**config.mk**
```make
export PLATFORM = sky130hd
export DESIGN_NAME = rcrf_dev_flat
export DESIGN_NICKNAME = d
export VERILOG_FILES = /design/src/design/rcrf_pkg.sv /design/src/design/rcrf_if.sv /design/src/design/rcrf_dev.sv /design/src/design/rcrf_buf.sv /design/src/flat_wrapper.sv
export VERILOG_INCLUDE_DIRS = /design/src /design/src/design
export SDC_FILE = /design/constraint.sdc
export NUM_CORES = 1
export LEC_CHECK = 0
export BUFFER_PORTS_ARGS = -buffer_cell sky130_fd_sc_hd__clkbuf_2
export CORE_UTILIZATION = 58
export DETAILED_ROUTE_END_ITERATION = 10
export PLACE_DENSITY = 0.81
export SLEW_MARGIN = 10
export SYNTH_ARGS = -nofsm -noshare
export SYNTH_HDL_FRONTEND = slang
export SYNTH_SLANG_ARGS = --single-unit
```
**constraint.sdc**
```tcl
create_clock -name mclk -period 4.7 [get_ports mclk]
set_input_delay 1.175 -clock mclk [delete_from_list [all_inputs] [get_ports mclk]]
set_output_delay 1.175 -clock mclk [all_outputs]
set_load 0.005 [all_outputs]
```
**src/design/rcrf_consts.svh**
```systemverilog
// constants of the remote configuration request framer
`ifndef RCRF_CONSTS_SVH
`define RCRF_CONSTS_SVH
// ====================================================
// frame bytes
`define RCRF_SOF        8'h7E
`define RCRF_T_REQ      8'h17
`define RCRF_T_RSP      8'h97
`define RCRF_CSUM_BASE  8'hFF
`define RCRF_RSVD       16'hFFFE
`define RCRF_SHORT      64'hFFFF_FFFF_FFFF_FFFF
`define RCRF_BCAST      64'h0000_0000_0000_FFFF
`define RCRF_CMD_APPLY  16'h4143
// ====================================================
// request offsets, counted from the delimiter
`define RCRF_O_TYPE     16'h0003
`define RCRF_O_ID       16'h0004
`define RCRF_O_DEST     16'h0005
`define RCRF_O_RSVD     16'h000D
`define RCRF_O_OPT      16'h000F
`define RCRF_O_CMD      16'h0010
`define RCRF_O_PRM      16'h0012
`define RCRF_LEN_MIN    16'h000F
// ====================================================
// option bits
`define RCRF_B_NOACK    0
`define RCRF_B_APPLY    1
`define RCRF_B_SEC      4
`define RCRF_OPT_MASK   8'h13
// ====================================================
// response layout and status codes
`define RCRF_R_CMD      16'h0005
`define RCRF_R_ST       16'h0007
`define RCRF_R_VAL      16'h0008
`define RCRF_RSP_BASE   16'h0005
`define RCRF_ST_SEC     8'hE0
// ====================================================
// host register map
`define RCRF_A_CTRL     8'h00
`define RCRF_A_STAT     8'h04
`define RCRF_A_ID       8'h08
`define RCRF_A_DLO      8'h0C
`define RCRF_A_DHI      8'h10
`define RCRF_A_OPTCMD   8'h14
`define RCRF_A_PLO      8'h18
`define RCRF_A_PHI      8'h1C
`define RCRF_A_PLEN     8'h20
`define RCRF_A_RLO      8'h24
`define RCRF_A_RHI      8'h28
`define RCRF_C_GO       0
`define RCRF_C_SHORT    1
`endif

```
**src/design/rcrf_pkg.sv**
```systemverilog
// types and helpers shared by both framer ends
package rcrf_pkg;
`include "rcrf_consts.svh"
  // ====================================================
  // frame walker states
  typedef enum logic [2:0] {
    st_hunt, st_len_h, st_len_l, st_body, st_csum,
    st_req, st_wait, st_resp
  } rcrf_st_e;

  // checksum byte from the running sum
  function automatic logic [7:0] rcrf_csum(input logic [7:0] sum);
    return `RCRF_CSUM_BASE - sum;
  endfunction
endpackage

```
**src/design/rcrf_if.sv**
```systemverilog
// byte link between host controller and device
`timescale 1ns/10ps
interface rcrf_if;
  logic [7:0] h2d_data;
  logic       h2d_valid;
  logic       h2d_ready;
  logic [7:0] d2h_data;
  logic       d2h_valid;
  logic       d2h_ready;
  modport dev  (input h2d_data, h2d_valid, d2h_ready,
                output h2d_ready, d2h_data, d2h_valid);
  modport host (output h2d_data, h2d_valid, d2h_ready,
                input h2d_ready, d2h_data, d2h_valid);
endinterface

```
**src/design/rcrf_dev.sv**
```systemverilog
// device end: parses requests, drives the radio, frames responses
// Notes on behaviour
// - frame opens with one delimiter byte
// - two length bytes count type to data
// - type byte 17 marks configuration request
// - answer carries type code 97
// - zero correlation id suppresses the answer
// - answer echoes the request's correlation id
// - host puts destination address at five
// - short addressing uses all-ones destination
// - host fills reserved field with FFFE
// - option bit zero disables link acks
// - option bit one applies change now
// - host clears unused option bits
// - option bit four needs secure session
// - two ASCII bytes name the parameter
// - value present means write, absent read
// - read answer returns current parameter value
// - checksum is FF minus byte sum
// - host never broadcasts configuration requests
`timescale 1ns/10ps
`include "rcrf_consts.svh"
module rcrf_dev
  import rcrf_pkg::*;
#(
  parameter int PMAX = 8,
  parameter int PW   = $clog2(PMAX + 1)
) (
  // clock and reset
  input  wire logic              mclk,
  input  wire logic              rst_b,
  // host link
  rcrf_if.dev                    lnk,
  // request to the remote node
  output logic                   rn_req_valid,
  input  wire logic              rn_req_ready,
  output logic                   rn_write,
  output logic                   rn_no_ack,
  output logic                   rn_apply,
  output logic                   rn_secure,
  output logic [63:0]            rn_dest,
  output logic [15:0]            rn_cmd,
  output logic [8*PMAX-1:0]      rn_param,
  output logic [PW-1:0]          rn_plen,
  // answer from the remote node
  input  wire logic              rn_rsp_valid,
  input  wire logic [7:0]        rn_rsp_status,
  input  wire logic [8*PMAX-1:0] rn_rsp_value,
  input  wire logic [PW-1:0]     rn_rsp_len,
  // session and status
  input  wire logic              secure_ok,
  output logic                   changes_pending,
  output logic                   bad_frame
);
  // ====================================================
  // state
  typedef struct packed {
    rcrf_st_e          st;
    logic              rdy;
    logic              bad;
    logic [15:0]       len;
    logic [15:0]       pos;
    logic [7:0]        sum;
    logic [7:0]        id;
    logic [63:0]       dest;
    logic [7:0]        opts;
    logic [15:0]       cmd;
    logic [8*PMAX-1:0] prm;
    logic [PW-1:0]     plen;
    logic              req;
    logic              wr;
    logic              pend;
    logic [7:0]        rst;
    logic [8*PMAX-1:0] val;
    logic [PW-1:0]     vlen;
  } rcrf_dev_s;
  rcrf_dev_s s_reg, s_next;

  logic        rx;
  logic [7:0]  d;
  logic [15:0] lenv;
  logic [15:0] rlen;
  logic [7:0]  tb;
  logic        buf_rdy;

  // ====================================================
  // response byte generator
  assign rlen = `RCRF_RSP_BASE + 16'(s_reg.vlen);
  always_comb begin
    tb = rcrf_csum(s_reg.sum);
    if (s_reg.pos == 16'h0000)
      tb = `RCRF_SOF;
    else if (s_reg.pos == 16'h0001)
      tb = rlen[15:8];
    else if (s_reg.pos == 16'h0002)
      tb = rlen[7:0];
    else if (s_reg.pos == `RCRF_O_TYPE)
      tb = `RCRF_T_RSP;
    else if (s_reg.pos == `RCRF_O_ID)
      tb = s_reg.id;
    else if (s_reg.pos == `RCRF_R_CMD)
      tb = s_reg.cmd[15:8];
    else if (s_reg.pos == `RCRF_R_CMD + 16'h0001)
      tb = s_reg.cmd[7:0];
    else if (s_reg.pos == `RCRF_R_ST)
      tb = s_reg.rst;
    else if (s_reg.pos < `RCRF_R_VAL + 16'(s_reg.vlen))
      tb = s_reg.val[8*PMAX-1 -: 8];
  end

  // ====================================================
  // frame walker
  assign rx   = lnk.h2d_valid && s_reg.rdy;
  assign d    = lnk.h2d_data;
  assign lenv = {s_reg.len[15:8], d};

  always_comb begin
    s_next     = s_reg;
    s_next.bad = 1'b0;
    unique case (s_reg.st)
      st_hunt: begin
        // embedded 7E bytes are only an issue while hunting
        if (rx && d == `RCRF_SOF) s_next.st = st_len_h;
      end
      st_len_h: begin
        if (rx) begin
          s_next.len[15:8] = d;
          s_next.st        = st_len_l;
        end
      end
      st_len_l: begin
        if (rx) begin
          s_next.len  = lenv;
          s_next.pos  = `RCRF_O_TYPE;
          s_next.sum  = 8'h00;
          s_next.plen = '0;
          s_next.prm  = '0;
          s_next.st   = st_body;
          // lengths outside header plus value room are dropped
          if (lenv < `RCRF_LEN_MIN ||
              lenv > `RCRF_LEN_MIN + 16'(PMAX)) begin
            s_next.st  = st_hunt;
            s_next.bad = 1'b1;
          end
        end
      end
      st_body: begin
        if (rx) begin
          s_next.sum = s_reg.sum + d;
          s_next.pos = s_reg.pos + 16'h0001;
          if (s_reg.pos == `RCRF_O_ID) s_next.id = d;
          if (s_reg.pos >= `RCRF_O_DEST && s_reg.pos < `RCRF_O_RSVD)
            s_next.dest = {s_reg.dest[55:0], d};
          if (s_reg.pos == `RCRF_O_OPT) s_next.opts = d;
          if (s_reg.pos == `RCRF_O_CMD ||
              s_reg.pos == `RCRF_O_CMD + 16'h0001)
            s_next.cmd = {s_reg.cmd[7:0], d};
          if (s_reg.pos >= `RCRF_O_PRM) begin
            s_next.prm  = {s_reg.prm[8*PMAX-9:0], d};
            s_next.plen = s_reg.plen + PW'(1);
          end
          if (s_reg.pos == s_reg.len + `RCRF_O_TYPE - 16'h0001)
            s_next.st = st_csum;
          if (s_reg.pos == `RCRF_O_TYPE && d != `RCRF_T_REQ) begin
            s_next.st  = st_hunt;
            s_next.bad = 1'b1;
          end
        end
      end
      st_csum: begin
        if (rx) begin
          s_next.pos = 16'h0000;
          s_next.sum = 8'h00;
          s_next.wr  = (s_reg.plen != '0);
          if (d != rcrf_csum(s_reg.sum)) begin
            s_next.st  = st_hunt;
            s_next.bad = 1'b1;
          end else if (s_reg.opts[`RCRF_B_SEC] && !secure_ok) begin
            // encrypted request without a session is refused here
            s_next.rst  = `RCRF_ST_SEC;
            s_next.vlen = '0;
            s_next.st   = (s_reg.id == 8'h00) ? st_hunt : st_resp;
          end else begin
            s_next.req = 1'b1;
            s_next.st  = st_req;
            if (s_reg.opts[`RCRF_B_APPLY] ||
                s_reg.cmd == `RCRF_CMD_APPLY)
              s_next.pend = 1'b0;
            else if (s_reg.plen != '0)
              s_next.pend = 1'b1;
          end
        end
      end
      st_req: begin
        if (rn_req_ready) begin
          s_next.req = 1'b0;
          s_next.st  = st_wait;
        end
      end
      st_wait: begin
        if (rn_rsp_valid) begin
          s_next.rst  = rn_rsp_status;
          s_next.vlen = '0;
          if (!s_reg.wr) begin
            // left-align so bytes leave from the top
            s_next.val  = rn_rsp_value <<
                          (8 * (PMAX - int'(rn_rsp_len)));
            s_next.vlen = rn_rsp_len;
          end
          s_next.st = (s_reg.id == 8'h00) ? st_hunt : st_resp;
        end
      end
      st_resp: begin
        if (buf_rdy) begin
          s_next.pos = s_reg.pos + 16'h0001;
          if (s_reg.pos >= `RCRF_O_TYPE) s_next.sum = s_reg.sum + tb;
          if (s_reg.pos >= `RCRF_R_VAL)
            s_next.val = {s_reg.val[8*PMAX-9:0], 8'h00};
          if (s_reg.pos == `RCRF_R_VAL + 16'(s_reg.vlen))
            s_next.st = st_hunt;
        end
      end
    endcase
    // link stalls while the remote node or the answer is busy
    s_next.rdy = (s_next.st == st_hunt) || (s_next.st == st_len_h) ||
                 (s_next.st == st_len_l) || (s_next.st == st_body) ||
                 (s_next.st == st_csum);
  end

  always_ff @(posedge mclk or negedge rst_b) begin
    if (!rst_b) s_reg <= '0;
    else        s_reg <= s_next;
  end

  // ====================================================
  // response path through the two-entry buffer
  rcrf_buf #(.W(8)) u_buf (
    .mclk      (mclk),
    .rst_b     (rst_b),
    .in_data   (tb),
    .in_valid  (s_reg.st == st_resp),
    .in_ready  (buf_rdy),
    .out_data  (lnk.d2h_data),
    .out_valid (lnk.d2h_valid),
    .out_ready (lnk.d2h_ready)
  );

  // ====================================================
  // outputs
  assign lnk.h2d_ready   = s_reg.rdy;
  assign rn_req_valid    = s_reg.req;
  assign rn_write        = s_reg.wr;
  assign rn_no_ack       = s_reg.opts[`RCRF_B_NOACK];
  assign rn_apply        = s_reg.opts[`RCRF_B_APPLY];
  assign rn_secure       = s_reg.opts[`RCRF_B_SEC];
  assign rn_dest         = s_reg.dest;
  assign rn_cmd          = s_reg.cmd;
  assign rn_param        = s_reg.prm;
  assign rn_plen         = s_reg.plen;
  assign changes_pending = s_reg.pend;
  assign bad_frame       = s_reg.bad;
endmodule

```
**src/design/rcrf_buf.sv**
```systemverilog
// two-entry buffer with valid and ready on both sides
`timescale 1ns/10ps
module rcrf_buf #(
  parameter int W = 8
) (
  // clock and reset
  input  wire logic         mclk,
  input  wire logic         rst_b,
  // filling side
  input  wire logic [W-1:0] in_data,
  input  wire logic         in_valid,
  output logic              in_ready,
  // draining side
  output logic [W-1:0]      out_data,
  output logic              out_valid,
  input  wire logic         out_ready
);
  typedef struct packed {
    logic [W-1:0] md;
    logic         mv;
    logic [W-1:0] sd;
    logic         sv;
  } rcrf_buf_s;
  rcrf_buf_s s_reg, s_next;

  // spare entry catches the word that arrives while the head stalls
  always_comb begin
    s_next = s_reg;
    if (s_reg.mv && out_ready) s_next.mv = 1'b0;
    if (!s_next.mv && s_reg.sv) begin
      s_next.md = s_reg.sd;
      s_next.mv = 1'b1;
      s_next.sv = 1'b0;
    end
    if (in_valid && !s_reg.sv) begin
      if (!s_next.mv) begin
        s_next.md = in_data;
        s_next.mv = 1'b1;
      end else begin
        s_next.sd = in_data;
        s_next.sv = 1'b1;
      end
    end
  end

  always_ff @(posedge mclk or negedge rst_b) begin
    if (!rst_b) s_reg <= '0;
    else        s_reg <= s_next;
  end

  assign in_ready  = !s_reg.sv;
  assign out_data  = s_reg.md;
  assign out_valid = s_reg.mv;
endmodule

```
**src/flat_wrapper.sv**
```systemverilog
// flat-port wrapper written by rule: the top's interface ports become plain ports
module rcrf_dev_flat import rcrf_pkg::*;
#(
  parameter int PMAX = 8,
  parameter int PW   = $clog2(PMAX + 1)
)
  (mclk, rst_b, rn_req_valid, rn_req_ready, rn_write, rn_no_ack, rn_apply, rn_secure, rn_dest, rn_cmd, rn_param, rn_plen, rn_rsp_valid, rn_rsp_status, rn_rsp_value, rn_rsp_len, secure_ok, changes_pending, bad_frame, lnk_h2d_data, lnk_h2d_valid, lnk_d2h_ready, lnk_h2d_ready, lnk_d2h_data, lnk_d2h_valid);
  rcrf_if lnk_i ();
  input  wire logic mclk;
  input  wire logic rst_b;
  output logic rn_req_valid;
  input  wire logic rn_req_ready;
  output logic rn_write;
  output logic rn_no_ack;
  output logic rn_apply;
  output logic rn_secure;
  output logic [63:0] rn_dest;
  output logic [15:0] rn_cmd;
  output logic [8*PMAX-1:0] rn_param;
  output logic [PW-1:0] rn_plen;
  input  wire logic rn_rsp_valid;
  input  wire logic [7:0] rn_rsp_status;
  input  wire logic [8*PMAX-1:0] rn_rsp_value;
  input  wire logic [PW-1:0] rn_rsp_len;
  input  wire logic secure_ok;
  output logic changes_pending;
  output logic bad_frame;
  input wire logic [$bits(lnk_i.h2d_data)-1:0] lnk_h2d_data;
  input wire logic [$bits(lnk_i.h2d_valid)-1:0] lnk_h2d_valid;
  input wire logic [$bits(lnk_i.d2h_ready)-1:0] lnk_d2h_ready;
  output wire logic [$bits(lnk_i.h2d_ready)-1:0] lnk_h2d_ready;
  output wire logic [$bits(lnk_i.d2h_data)-1:0] lnk_d2h_data;
  output wire logic [$bits(lnk_i.d2h_valid)-1:0] lnk_d2h_valid;
  assign lnk_i.h2d_data = lnk_h2d_data;
  assign lnk_i.h2d_valid = lnk_h2d_valid;
  assign lnk_i.d2h_ready = lnk_d2h_ready;
  assign lnk_h2d_ready = lnk_i.h2d_ready;
  assign lnk_d2h_data = lnk_i.d2h_data;
  assign lnk_d2h_valid = lnk_i.d2h_valid;
  rcrf_dev #(.PMAX(PMAX), .PW(PW)) u_core (.mclk(mclk), .rst_b(rst_b), .lnk(lnk_i), .rn_req_valid(rn_req_valid), .rn_req_ready(rn_req_ready), .rn_write(rn_write), .rn_no_ack(rn_no_ack), .rn_apply(rn_apply), .rn_secure(rn_secure), .rn_dest(rn_dest), .rn_cmd(rn_cmd), .rn_param(rn_param), .rn_plen(rn_plen), .rn_rsp_valid(rn_rsp_valid), .rn_rsp_status(rn_rsp_status), .rn_rsp_value(rn_rsp_value), .rn_rsp_len(rn_rsp_len), .secure_ok(secure_ok), .changes_pending(changes_pending), .bad_frame(bad_frame));
endmodule
```
==> results_dict.tcl <==
set metrics [dict create \
    antenna_found_initial 0 \
    drv_slew 0 \
    placementRows 63 \
    cts_resized 0 \
    yosysWarnings 0 \
    avgSynthCellArea_sq_um 9.20 \
    slew_headroom_pct 21.8 \
    drc_errors 0 \
    cts_root_buffer "clkbuf_16" \
    ys_ff_latch 301 \
    cts_buffer_depth 3 \
    synth_ff_type "dfrtp_1" \
    dieWidth_um 176 \
    timing.final.crit_period_ps 4280 \
    required_ps 5180 \
    grt_pass1_vias 13800 \
    drt_first_pass_iters 6 \
    initial_utilization_pct 59.1 \
    wl_um 47700 \
    setup_tns_ps 0 \
    worstMarginPinSlew_ps 1170 \
    async_reset_ff_share_pct 100 \
    area_growth_pct 8.80 \
    synthCells 1916 \
    setup_viol 0 \
    min_path_type "reg -> reg" \
    synth-edff-count 0 \
    drt-initial-drc-count 1573 \
    antenna_left 0 \
    gp_congestion 0.928 \
    via_per_inst 6.14 \
    grt_pass1_wl_um 76200 \
    cp-start-kind "register" \
    power.density_nw_per_um2 381 \
    power_leakage_uw 0.00955 \
    ios 256 \
    yosysUniqueCellTypes 84 \
    clkSinkCount 301 \
    clk_pin_slew_ps 70 \
    finalCritPeriodShare_pct 91.0 \
    io_buffers 255 \
    vias 14600 \
    largest_reg_flops 119 \
    syn_area_sq_um 17600 \
    cp.arrival_ps 4760 \
    cts_tree "built" \
    clk_latency_ps 570 \
    critPathCaptureType "register" \
    layout-drive-gt1-share_pct 24.5 \
    r2r_setup_slack_ps 420 \
    finalNetCount 2080 \
    gr-usage-all-layers_pct 30.8 \
    crit_fanout 10 \
    die_y_um 176 \
    grt_start_max_net_pins 106 \
    skew_ps 22.5 \
    cts-htree-levels 1 \
    max_freq_ghz 0.234 \
    drv_cap 0 \
    insertedDiodeCount 0 \
    die_area_sq_um 31100 \
    drt-wirelength-per-cell_um 20.1 \
    syn_nets 2039 \
    cts_buffers 31 \
    hold_viol_final 0 \
    seq_area_frac_synth_pct 42.7 \
    peakVddDrop_v 0.000307 \
    cts_hold_buf 0 \
    rsz0062_at_grt "false" \
    hpwl_um 33800 \
    cts_setup_buffers 0 \
    gr-total-overflow 0 \
    critPathKind "reg -> reg" \
    status "finished clean" \
    p_total_uw 7300 \
    core_area_sq_um 29800 \
]
## metrics by stage
step	setup WS [ps]	cells	utilization, %	hold slack, ps	area [sq um]
2_1_floorplan	798	1916	-	442	17600
3_3_place_gp	576	2314	60.7	456	18100
3_5_place_dp	506	2314	60.7	470	18100
4_1_cts	484	2371	64.3	484	19200
5_1_grt	81.9	2371	64.3	500	19200
6_report	421	2371	64.3	479	19200
## cells in the final DEF, fill, tap and decap left out, drive strengths merged, types with 7 or more instances in the layout
cell / n
a211oi: 28
a21o: 10
a21oi: 88
a221oi: 13
a222oi: 8
a22o: 9
a22oi: 28
a31oi: 18
and3: 15
buf: 42
bufinv: 7
clkbuf: 291
clkinv: 11
dfrtp: 301
ha: 30
inv: 37
mux2: 109
mux2i: 85
nand2: 287
nand2b: 14
nand3: 85
nand4: 24
nor2: 121
nor3: 42
nor4: 8
o21ai: 125
o31ai: 8
or3: 8
xnor2: 20
xor2: 26
## layer usage
layer | vias up | global-route usage, % | wire [um]
met3 | 97 | 4.78 | 3710
met5 | - | 0 | 0
met2 | 670 | 48.2 | 22100
met1 | 7117 | 44.1 | 20600
li1 | 6669 | - | -
met4 | 0 | 9.42 | 1240
## power by group
group / internal [uW] / switching (uW) / total [uW]
clock: 1620 / 1060 / 2680
combinational: 694 / 1020 / 1720
sequential: 2720 / 177 / 2900
total: 5040 / 2260 / 7300
## critical path, cell delays in order, from the launching register on
cell and delay [ps]:
dfrtp_1 520, inv_1 170, ha_1 210, nor2b_1 110, o21bai_1 70, a21oi_1 400, nor2_4 150, mux2i_1 160
o22ai_1 260, nand4_1 130, a21o_1 230, ha_1 310, a21oi_1 140, nand2_1 90, a311o_1 390, a21o_1 190
a21oi_1 240, mux2i_1 210, mux2i_1 90, o211ai_1 100
## final cells by class
cell class,count,area (sq um)
clock inverter,19,275
multi-input combinational,1290,8290
inverter,38,143
clock buffer,38,822
timing repair buffer,295,1630
sequential,301,7530
fill,2423,10600
tap,390,488
## kinds of logic after synthesis
family,Yosys count,synth area share [%]
XOR/XNOR,46,2.29
flip-flops,301,42.7
adder cells (fa/ha/maj),32,2.36
buffers and inverters,325,10.5
AND/OR/NAND/NOR,638,16.7
AO/OA/AOI/OAI,380,13.6
multiplexers,194,11.8
## cell usage after synthesis, types with 28 or more instances
library cell	instances	area share (%)
a22oi_1	28	1.2
mux2_2	109	7.0
nor3_1	40	1.1
inv_1	37	0.79
mux2i_1	85	4.8
dfrtp_1	301	43
a21oi_1	88	2.5
buf_4	160	6.8
nand3_1	84	2.4
ha_1	30	2.1
nor2_1	118	2.5
a211oi_1	28	1.2
nand2_1	285	6.1
clkbuf_1	83	1.8
o21ai_0	115	3.3
## path summary, 6_finish.rpt
path,start,to,depth (start not counted)
max,u_core.s_reg[251]$_DFFE_PN0P_,u_core.s_reg[250]$_DFFE_PN0P_,19
min,u_core.s_reg[26]$_DFFE_PN0P_,u_core.s_reg[26]$_DFFE_PN0P_,2
max reg2reg,u_core.s_reg[251]$_DFFE_PN0P_,u_core.s_reg[250]$_DFFE_PN0P_,19
min reg2reg,u_core.s_reg[26]$_DFFE_PN0P_,u_core.s_reg[26]$_DFFE_PN0P_,2
max in group asynchronous,rst_b,u_core.rn_dest[49]$_DFFE_PN0P_,2
min in group asynchronous,rst_b,u_core.rn_param[58]$_DFFE_PN0P_,1
Power figures use the tool's default switching activity.
